## src/dcb_pkg.sv

```systemverilog
// constants, field layouts and state types of the converter code bank
// assumes a byte-wide register port with an 8-bit register address
package dcb_pkg;

  localparam int CODE_W = 14;
  localparam int CHAN_N = 6;
  localparam int LO_W = 6;
  localparam int LO_LSB = 2;
  localparam int SEL_W = 6;

  // register offsets
  localparam logic [7:0] OFS_CH3_LO = 8'h2c;
  localparam logic [7:0] OFS_CH3_HI = 8'h2d;
  localparam logic [7:0] OFS_CH4_LO = 8'h2e;
  localparam logic [7:0] OFS_CH4_HI = 8'h2f;
  localparam logic [7:0] OFS_CH5_LO = 8'h30;
  localparam logic [7:0] OFS_CH5_HI = 8'h31;
  localparam logic [7:0] OFS_BC_LO = 8'h32;
  localparam logic [7:0] OFS_BC_HI = 8'h33;
  localparam logic [7:0] OFS_SEL = 8'h34;
  localparam logic [7:0] OFS_BI_LO = 8'h35;
  localparam logic [7:0] OFS_BI_HI = 8'h36;
  localparam logic [7:0] OFS_SW_LOAD = 8'h37;
  localparam logic [7:0] OFS_CH0_IN_LO = 8'h38;
  localparam logic [7:0] OFS_CH0_IN_HI = 8'h39;

  // channel numbers behind the directly mapped code registers
  localparam logic [2:0] CH3_IDX = 3'h3;
  localparam logic [2:0] CH4_IDX = 3'h4;
  localparam logic [2:0] CH5_IDX = 3'h5;

  // values after reset
  localparam logic [7:0] RESET_BYTE = 8'h00;
  localparam logic [13:0] RESET_CODE = 14'h0000;
  localparam logic [5:0] RESET_SEL = 6'h00;
  localparam logic [1:0] RSVD_LO = 2'h0;
  localparam logic [1:0] RSVD_SEL = 2'h0;

  // bank state: broadcast codes, select and read answer
  typedef struct packed {
    logic [CODE_W-1:0] bc_code;
    logic [CODE_W-1:0] bi_code;
    logic [SEL_W-1:0] sel;
    logic [7:0] rdata;
    logic rvalid;
    logic err;
  } dcb_bank_s;

  // per-channel state: converter and input code
  typedef struct packed {
    logic [CODE_W-1:0] conv;
    logic [CODE_W-1:0] in_code;
  } dcb_chan_s;

endpackage : dcb_pkg

```

## src/dcb_chan_if.sv

```systemverilog
// update requests from the bank to the channel units, codes back
// assumes one driver per element: the bank drives requests, unit i
// drives element i of the code arrays
`timescale 1ns/100ps
interface dcb_chan_if;
  logic [dcb_pkg::CHAN_N-1:0] conv_we;
  logic [dcb_pkg::CHAN_N-1:0] in_we;
  logic [dcb_pkg::CHAN_N-1:0] load;
  logic [dcb_pkg::CODE_W-1:0] conv_val [dcb_pkg::CHAN_N];
  logic [dcb_pkg::CODE_W-1:0] in_val [dcb_pkg::CHAN_N];
  logic [dcb_pkg::CODE_W-1:0] conv_code [dcb_pkg::CHAN_N];
  logic [dcb_pkg::CODE_W-1:0] in_code [dcb_pkg::CHAN_N];

  modport ctrl (
    output conv_we, in_we, load, conv_val, in_val,
    input conv_code, in_code
  );
  modport unit (
    input conv_we, in_we, load, conv_val, in_val,
    output conv_code, in_code
  );
endinterface : dcb_chan_if

```

## src/dcb_chan_unit.sv

```systemverilog
// one channel: input code register and converter code register
// assumes requests from the bank are one-cycle and mutually consistent
`timescale 1ns/100ps
module dcb_chan_unit #(
  parameter int IDX = 0
) (
  input wire logic clk_sys_in,
  input wire logic nrst_in,
  dcb_chan_if.unit bus
);

  dcb_pkg::dcb_chan_s state_reg;
  dcb_pkg::dcb_chan_s state_next;

  // direct or broadcast write beats a software load in the same cycle
  always_comb begin
    state_next = state_reg;
    if (bus.conv_we[IDX]) begin
      state_next.conv = bus.conv_val[IDX]; // see RL6
    end else if (bus.load[IDX]) begin
      // the load moves the input value held before this edge
      state_next.conv = state_reg.in_code; // see RL12
    end
    if (bus.in_we[IDX]) begin
      state_next.in_code = bus.in_val[IDX]; // see RL7
    end
  end

  // synchronous reset clears both codes
  always_ff @(posedge clk_sys_in) begin
    if (!nrst_in) begin
      state_reg.conv <= dcb_pkg::RESET_CODE; // see RL4
      state_reg.in_code <= dcb_pkg::RESET_CODE;
    end else begin
      state_reg <= state_next;
    end
  end

  assign bus.conv_code[IDX] = state_reg.conv;
  assign bus.in_code[IDX] = state_reg.in_code;

endmodule : dcb_chan_unit

```

## src/dcb_code_bank.sv

```systemverilog
// converter code register bank with broadcast and software load
// assumes the serial host port is already deserialised into one
// byte-wide access per cycle, synchronous to clk_sys_in
//
// What this block does
// RL1: low byte bits 7:2 hold code 5:0
// RL2: high byte holds code 13:6, read/write
// RL3: low byte bits 1:0 read zero
// RL4: all registers reset to zero
// RL5: channel 3 to 5 code map fixed
// RL6: broadcast code copied to selected converter
// RL7: broadcast input copied to selected inputs
// RL8: broadcast code at 0x32 and 0x33
// RL9: broadcast input at 0x35 and 0x36
// RL10: select bit n picks channel n
// RL11: write-only load trigger at 0x37
// RL12: trigger bit n loads channel n, self-clears
// RL13: channel 0 input at 0x38 and 0x39
// RL14: copy on either half, current select
`timescale 1ns/100ps
module dcb_code_bank (
  input wire logic clk_sys_in,
  input wire logic nrst_in,
  input wire logic [7:0] reg_addr_in,
  input wire logic [7:0] reg_wdata_in,
  input wire logic reg_wr_in,
  input wire logic reg_rd_in,
  output logic [7:0] reg_rdata_out,
  output logic reg_rvalid_out,
  output logic reg_err_out,
  output logic [dcb_pkg::CHAN_N-1:0][dcb_pkg::CODE_W-1:0] conv_codes_out,
  output logic [dcb_pkg::CHAN_N-1:0][dcb_pkg::CODE_W-1:0] input_codes_out
);

  dcb_pkg::dcb_bank_s bank_reg;
  dcb_pkg::dcb_bank_s bank_next;

  dcb_chan_if chan_bus ();

  // decoded write target
  logic dir_hit;
  logic dir_hi;
  logic [2:0] dir_ch;
  logic wr_bc;
  logic wr_bi;
  logic wr_load;
  logic wr_in0;
  logic wr_in0_hi;
  logic wr_mapped;
  logic rd_mapped;
  logic [7:0] rd_byte;
  logic [dcb_pkg::CODE_W-1:0] bc_new;
  logic [dcb_pkg::CODE_W-1:0] bi_new;

  // one unit per channel; the bank only steers them
  for (genvar g = 0; g < dcb_pkg::CHAN_N; g++) begin : g_chan
    dcb_chan_unit #(
      .IDX(g)
    ) u_chan (
      .clk_sys_in(clk_sys_in),
      .nrst_in(nrst_in),
      .bus(chan_bus)
    );
    assign conv_codes_out[g] = chan_bus.conv_code[g];
    assign input_codes_out[g] = chan_bus.in_code[g];
  end

  // write address decode
  always_comb begin
    dir_hit = 1'b0;
    dir_hi = 1'b0;
    dir_ch = 3'h0;
    wr_bc = 1'b0;
    wr_bi = 1'b0;
    wr_load = 1'b0;
    wr_in0 = 1'b0;
    wr_in0_hi = 1'b0;
    wr_mapped = 1'b1;
    case (reg_addr_in)
      dcb_pkg::OFS_CH3_LO: begin
        dir_hit = 1'b1;
        dir_ch = dcb_pkg::CH3_IDX;
      end
      dcb_pkg::OFS_CH3_HI: begin
        dir_hit = 1'b1; // see RL5
        dir_hi = 1'b1;
        dir_ch = dcb_pkg::CH3_IDX;
      end
      dcb_pkg::OFS_CH4_LO: begin
        dir_hit = 1'b1; // see RL5
        dir_ch = dcb_pkg::CH4_IDX;
      end
      dcb_pkg::OFS_CH4_HI: begin
        dir_hit = 1'b1;
        dir_hi = 1'b1;
        dir_ch = dcb_pkg::CH4_IDX;
      end
      dcb_pkg::OFS_CH5_LO: begin
        dir_hit = 1'b1; // see RL5
        dir_ch = dcb_pkg::CH5_IDX;
      end
      dcb_pkg::OFS_CH5_HI: begin
        dir_hit = 1'b1;
        dir_hi = 1'b1;
        dir_ch = dcb_pkg::CH5_IDX;
      end
      dcb_pkg::OFS_BC_LO: wr_bc = 1'b1;
      dcb_pkg::OFS_BC_HI: wr_bc = 1'b1;
      dcb_pkg::OFS_SEL: wr_mapped = 1'b1;
      dcb_pkg::OFS_BI_LO: wr_bi = 1'b1;
      dcb_pkg::OFS_BI_HI: wr_bi = 1'b1;
      dcb_pkg::OFS_SW_LOAD: wr_load = 1'b1; // see RL11
      dcb_pkg::OFS_CH0_IN_LO: wr_in0 = 1'b1;
      dcb_pkg::OFS_CH0_IN_HI: begin
        wr_in0 = 1'b1; // see RL13
        wr_in0_hi = 1'b1;
      end
      default: wr_mapped = 1'b0;
    endcase
  end

  // broadcast codes as they stand after this write, both halves merged
  always_comb begin
    bc_new = bank_reg.bc_code;
    bi_new = bank_reg.bi_code;
    if (reg_wr_in && reg_addr_in == dcb_pkg::OFS_BC_LO) begin
      bc_new[dcb_pkg::LO_W-1:0] = reg_wdata_in[7:dcb_pkg::LO_LSB]; // see RL8
    end
    if (reg_wr_in && reg_addr_in == dcb_pkg::OFS_BC_HI) begin
      bc_new[dcb_pkg::CODE_W-1:dcb_pkg::LO_W] = reg_wdata_in; // see RL8
    end
    if (reg_wr_in && reg_addr_in == dcb_pkg::OFS_BI_LO) begin
      bi_new[dcb_pkg::LO_W-1:0] = reg_wdata_in[7:dcb_pkg::LO_LSB]; // see RL9
    end
    if (reg_wr_in && reg_addr_in == dcb_pkg::OFS_BI_HI) begin
      bi_new[dcb_pkg::CODE_W-1:dcb_pkg::LO_W] = reg_wdata_in; // see RL9
    end
  end

  // per-channel requests; only one register is written per cycle,
  // so direct, broadcast and load requests never meet on one channel
  always_comb begin
    logic [dcb_pkg::CODE_W-1:0] cur;
    cur = dcb_pkg::RESET_CODE;
    for (int i = 0; i < dcb_pkg::CHAN_N; i++) begin
      chan_bus.conv_we[i] = 1'b0;
      chan_bus.in_we[i] = 1'b0;
      chan_bus.load[i] = 1'b0;
      chan_bus.conv_val[i] = bc_new;
      chan_bus.in_val[i] = bi_new;
      cur = chan_bus.conv_code[i];
      if (reg_wr_in && dir_hit && dir_ch == 3'(i)) begin
        chan_bus.conv_we[i] = 1'b1;
        if (dir_hi) begin
          // high byte fills code 13:6, low part kept
          chan_bus.conv_val[i] = {reg_wdata_in,
                                  cur[dcb_pkg::LO_W-1:0]}; // see RL2
        end else begin
          // bits 1:0 of the write are dropped
          chan_bus.conv_val[i] = {cur[dcb_pkg::CODE_W-1:dcb_pkg::LO_W],
                                  reg_wdata_in[7:dcb_pkg::LO_LSB]}; // see RL1
        end
      end
      // select as held before this write; a select write is its own access
      if (reg_wr_in && wr_bc && bank_reg.sel[i]) begin
        chan_bus.conv_we[i] = 1'b1; // see RL6, RL14
      end
      if (reg_wr_in && wr_bi && bank_reg.sel[i]) begin
        chan_bus.in_we[i] = 1'b1; // see RL7, RL14
      end
      if (reg_wr_in && wr_load && reg_wdata_in[i]) begin
        chan_bus.load[i] = 1'b1; // see RL12
      end
      if (i == 0 && reg_wr_in && wr_in0) begin
        chan_bus.in_we[i] = 1'b1;
        cur = chan_bus.in_code[i];
        if (wr_in0_hi) begin
          chan_bus.in_val[i] = {reg_wdata_in,
                                cur[dcb_pkg::LO_W-1:0]}; // see RL13
        end else begin
          chan_bus.in_val[i] = {cur[dcb_pkg::CODE_W-1:dcb_pkg::LO_W],
                                reg_wdata_in[7:dcb_pkg::LO_LSB]}; // see RL13
        end
      end
    end
  end

  // read mux; write-only and unmapped offsets read as zero
  always_comb begin
    rd_byte = dcb_pkg::RESET_BYTE;
    rd_mapped = 1'b1;
    case (reg_addr_in)
      dcb_pkg::OFS_CH3_LO: rd_byte = {conv_codes_out[3][dcb_pkg::LO_W-1:0],
                                      dcb_pkg::RSVD_LO}; // see RL3
      dcb_pkg::OFS_CH3_HI:
        rd_byte = conv_codes_out[3][dcb_pkg::CODE_W-1:dcb_pkg::LO_W];
      dcb_pkg::OFS_CH4_LO: rd_byte = {conv_codes_out[4][dcb_pkg::LO_W-1:0],
                                      dcb_pkg::RSVD_LO}; // see RL3
      dcb_pkg::OFS_CH4_HI:
        rd_byte = conv_codes_out[4][dcb_pkg::CODE_W-1:dcb_pkg::LO_W];
      dcb_pkg::OFS_CH5_LO: rd_byte = {conv_codes_out[5][dcb_pkg::LO_W-1:0],
                                      dcb_pkg::RSVD_LO}; // see RL3
      dcb_pkg::OFS_CH5_HI:
        rd_byte = conv_codes_out[5][dcb_pkg::CODE_W-1:dcb_pkg::LO_W];
      dcb_pkg::OFS_BC_LO: rd_byte = {bank_reg.bc_code[dcb_pkg::LO_W-1:0],
                                     dcb_pkg::RSVD_LO}; // see RL8
      dcb_pkg::OFS_BC_HI:
        rd_byte = bank_reg.bc_code[dcb_pkg::CODE_W-1:dcb_pkg::LO_W];
      dcb_pkg::OFS_SEL:
        rd_byte = {dcb_pkg::RSVD_SEL, bank_reg.sel}; // see RL10
      dcb_pkg::OFS_BI_LO: rd_byte = {bank_reg.bi_code[dcb_pkg::LO_W-1:0],
                                     dcb_pkg::RSVD_LO}; // see RL9
      dcb_pkg::OFS_BI_HI:
        rd_byte = bank_reg.bi_code[dcb_pkg::CODE_W-1:dcb_pkg::LO_W];
      dcb_pkg::OFS_SW_LOAD: rd_byte = dcb_pkg::RESET_BYTE; // see RL11
      dcb_pkg::OFS_CH0_IN_LO:
        rd_byte = {input_codes_out[0][dcb_pkg::LO_W-1:0], dcb_pkg::RSVD_LO};
      dcb_pkg::OFS_CH0_IN_HI:
        rd_byte = input_codes_out[0][dcb_pkg::CODE_W-1:dcb_pkg::LO_W];
      default: rd_mapped = 1'b0;
    endcase
  end

  // next bank state
  always_comb begin
    bank_next = bank_reg;
    bank_next.bc_code = bc_new;
    bank_next.bi_code = bi_new;
    if (reg_wr_in && reg_addr_in == dcb_pkg::OFS_SEL) begin
      // bits 7:6 are not stored, so they always read zero
      bank_next.sel = reg_wdata_in[dcb_pkg::SEL_W-1:0]; // see RL10
    end
    // a read answers the value held before a same-cycle write
    bank_next.rvalid = reg_rd_in;
    if (reg_rd_in) begin
      bank_next.rdata = rd_byte;
    end
    // flag any access to an offset this bank does not hold
    bank_next.err = (reg_rd_in && !rd_mapped) || (reg_wr_in && !wr_mapped);
  end

  // synchronous reset to all zero
  always_ff @(posedge clk_sys_in) begin
    if (!nrst_in) begin
      bank_reg.bc_code <= dcb_pkg::RESET_CODE; // see RL4
      bank_reg.bi_code <= dcb_pkg::RESET_CODE;
      bank_reg.sel <= dcb_pkg::RESET_SEL;
      bank_reg.rdata <= dcb_pkg::RESET_BYTE;
      bank_reg.rvalid <= 1'b0;
      bank_reg.err <= 1'b0;
    end else begin
      bank_reg <= bank_next;
    end
  end

  assign reg_rdata_out = bank_reg.rdata;
  assign reg_rvalid_out = bank_reg.rvalid;
  assign reg_err_out = bank_reg.err;

endmodule : dcb_code_bank

```

## config.mk

```make
export PLATFORM = sky130hd
export DESIGN_NAME = dcb_code_bank
export DESIGN_NICKNAME = d
export VERILOG_FILES = /design/src/dcb_pkg.sv /design/src/dcb_chan_if.sv /design/src/dcb_chan_unit.sv /design/src/dcb_code_bank.sv
export SDC_FILE = /design/constraint.sdc
export NUM_CORES = 1
export LEC_CHECK = 0
export BUFFER_PORTS_ARGS = -buffer_cell sky130_fd_sc_hd__buf_4
export CAP_MARGIN = 40
export CELL_PAD_IN_SITES_DETAIL_PLACEMENT = 0
export CELL_PAD_IN_SITES_GLOBAL_PLACEMENT = 1
export CORE_ASPECT_RATIO = 1.75
export CORE_UTILIZATION = 46
export CTS_BUF_LIST = sky130_fd_sc_hd__clkbuf_4 sky130_fd_sc_hd__clkbuf_8
export CTS_CLUSTER_SIZE = 14
export DETAILED_ROUTE_END_ITERATION = 10
export GPL_ROUTABILITY_DRIVEN = 0
export PLACE_DENSITY_LB_ADDON = 0.1
export SLEW_MARGIN = 25
export SYNTH_ARGS = -nofsm -noshare
export SYNTH_HDL_FRONTEND = slang
export SYNTH_SLANG_ARGS = --single-unit
```

## constraint.sdc

```tcl
create_clock -name clk_sys_in -period 4 [get_ports clk_sys_in]
set_input_delay 0.8 -clock clk_sys_in [delete_from_list [all_inputs] [get_ports clk_sys_in]]
set_output_delay 0.8 -clock clk_sys_in [all_outputs]
set_load 0.03 [all_outputs]
```

==> reports/qor.csv <==
stage,metric,value,unit
cts,cts_hold_buffers,0,
floorplanning,core_area,21500,um2
yosys,syn_area_per_cell,8.75,um2
yosys,syn-cell-area,10100,um2
cts,postCtsSetupRepairBufs,0,
timing,worst_slew_pin_slew,0.899,ns
yosys,synth_edf_count,0,
hold_path,hold_path_depth,2,
critical_path,critPathSlowestCell,a21oi_1,
yosys,ys_warn_count,0,
timing,drv_slew,0,
detailed_routing,drt-total-wl,44.6,mm
yosys,async_flop_share,0,%
cts,path_clk_slew,0.06,ns
yosys,synth_top_flop_cell,dfxtp_1,
pwr,pwr_density_cell,352,nW/um2
yosys,ys_ff_latch,212,
hold_path,min-delay-start,g_chan[1].u_chan.bus.conv_code[65]$_SDFFE_PN0P_,
detailed_routing,drtPass1Iterations,5,
cts,h-tree-depth,1,
timing,skew,0.00985,ns
yosys,synth_seq_area_share,42.1,%
pwr,vdd_drop_max,0.000357,V
cells_and_area,multi_input_area,5290,um2
floorplanning,dieArea,22500,um2
grt,grt_usage,38.8,%
yosys,synth_nets,1173,
yosys,yosys.area.top_type,dfxtp_1,
cells_and_area,fillers,2078,
critical_path,required,4.52,ns
grt,grt_pass1_wl,64.3,mm
placed_design,dp_hpwl,31.9,mm
detailed_routing,ant_nets,0,
yosys,syn_inst,1153,
timing,fmax,344,MHz
critical_path,crit_type,input port to flip-flop,
detailed_routing,vias,10500,
yosys,synthTopCellsByCount,"dfxtp_1, nor2_1, a21oi_1",
critical_path,r2r_end,g_chan[4].u_chan.bus.conv_code[15]$_SDFFE_PN0P_,
cts,tritoncts,yes,
run,max-cap-violations,0,
grt,grt_pass1_vias,9844,
yosys,synth_most_common_cell,dfxtp_1,
critical_path,crit_fanout,17,
cts,cts.sinks,212,
floorplanning,ios,198,
critical_path,start_kind,input port,
floorplanning,die_h,198,um
floorplanning,start_util,46.9,%
cts,cts_buffer_depth,3,
grt,grt_max_degree,74,
pwr,p_total,4380,uW
cells_and_area,areaGrowthSynthToFinish,23.2,%
critical_path,ff2ff_path_depth,5,
cells_and_area,fin_nets,1325,
yosys,netlist.area_leader.share,42.1,%
critical_path,r2r-start,bank_reg[14]$_SDFFE_PN0P_,
critical_path,r2r_slack,1.64,ns
yosys,synth_cell_types,63,
hold_path,holdPathEnd,g_chan[1].u_chan.bus.conv_code[65]$_SDFFE_PN0P_,
timing,tns,0,ns
critical_path,worstPathArrival,3.42,ns
cells_and_area,regArea,4240,um2
timing,rsz0062_at_grt,false,
timing,setup_violations,0,
detailed_routing,drtIter0Drc,1243,
hold_path,hold_path_class,flip-flop to flip-flop,
cts,numCtsBuffers,31,
placed_design,port_buffers,197,
critical_path,max_stage_delay,0.79,ns
cts,clk_latency,0.59,ns
cts,post_cts_resized,0,
critical_path,path_cells,"buf_4, nor2b_1, nand4_1, a21oi_1, o21ai_0, a31oi_1",
pwr,p_leak,0.00524,uW
cells_and_area,drive_above_1_share,26.1,%
timing,hold_viol_final,0,
status,status,"complete, no violations",
detailed_routing,vias_per_cell,6.48,
cts,root_buffer,clkbuf_8,
floorplanning,die_x,114,um
critical_path,end_kind,flip-flop,
timing,timing.hold.ws,0.475,ns
timing,final.min_clock_period,2.91,ns
timing,finalCritPeriodShare,72.6,%
detailed_routing,wl_per_cell,27.5,um
grt,antenna_found_initial,0,
cells_and_area,diodes,0,
yosys,yosys-top-cells-area,"dfxtp_1, mux2i_1, a21oi_1, nor2_1, a221oi_1",
grt,overflow,0,
floorplanning,num_rows,71,
detailed_routing,drc,0,
timing,relSlewSlack,40.1,%
[worst max path at each step]
stage / from / to / slack (ns) / depth (start not counted)
2_1_floorplan: reg_addr_in[0] / g_chan[3].u_chan.bus.in_code[36]$_SDFFE_PN0P_ / 1.50 / 8
3_3_place_gp: reg_addr_in[6] / g_chan[2].u_chan.bus.in_code[47]$_SDFFE_PN0P_ / 0.69 / 6
3_5_place_dp: reg_addr_in[2] / g_chan[4].u_chan.bus.conv_code[25]$_SDFFE_PN0P_ / 0.62 / 6
4_1_cts: reg_addr_in[2] / g_chan[4].u_chan.bus.conv_code[25]$_SDFFE_PN0P_ / 1.23 / 6
5_1_grt: reg_addr_in[2] / g_chan[4].u_chan.bus.conv_code[23]$_SDFFE_PN0P_ / 0.99 / 6
6_report: reg_addr_in[2] / g_chan[4].u_chan.bus.conv_code[25]$_SDFFE_PN0P_ / 1.09 / 6
[placed cells by master, fill, tap and decap left out, types with 4 or more instances in the layout]
cell type / instances
a31oi_1: 35
o22ai_1: 17
inv_1: 6
nor2b_1: 8
nor2_1: 108
a211oi_1: 28
dfxtp_1: 212
a311oi_1: 6
o21ai_0: 47
mux2i_1: 78
and3_1: 23
nand2_1: 85
buf_4: 229
o21a_1: 14
and2_1: 22
a221oi_1: 44
mux2_2: 22
nand2b_1: 4
clkbuf_8: 40
o221a_2: 15
nand3_1: 25
nand4_1: 27
a21oi_1: 95
nor3_1: 33
clkbuf_4: 15
a22oi_1: 29
[cell type report]
class                      count  area share (%)
multi-input combinational    819            42.6
sequential                   212            34.2
timing repair buffer         234            14.3
clock buffer                  54            5.28
tap                          292            2.94
clock inverter                 3           0.544
inverter                       7           0.232
[stage by stage]
stage / util, % / instances / setup WS [ns] / instance area, um2
floorplan: - / 1153 / 1.50 / 10100
global placement: 54.3 / 1560 / 0.690 / 11700
detailed placement: 54.4 / 1562 / 0.624 / 11700
CTS: 57.7 / 1619 / 1.23 / 12400
global route: 57.8 / 1621 / 0.988 / 12400
finish: 57.8 / 1621 / 1.09 / 12400
[logic make-up (layout without fill, tap and decap cells)]
family                 count (synthesis)  count (layout)  share of synthesized area, %
and+or+nand+nor                      361             361                          17.6
DFF                                  212             212                          42.1
muxes                                103             103                          10.9
AOI/OAI and AO/OA                    355             355                          24.0
buffers and inverters                122             298                          5.51
[worst max-delay path: cells and delay by family]
family	cells	cell delay, ns
buffers and inverters	1	0.21
AO/OA/AOI/OAI	3	1.15
AND/OR/NAND/NOR	2	1.25
[power by group]
part	switching, uW	internal, uW	total, uW
Sequential	5.84	2120	2120
Clock	880	1150	2030
Combinational	169	59.8	228
Total	1050	3330	4380
[metal layers]
layer / wire length, um / track usage [%] / vias up
met5: 0 / 0 / -
met4: 3530 / 27.2 / 0
met3: 3990 / 5.85 / 162
met2: 21200 / 64.3 / 683
met1: 15900 / 45.6 / 5057
li1: - / - / 4609
Note: power is estimated with default switching activity, not from simulation.
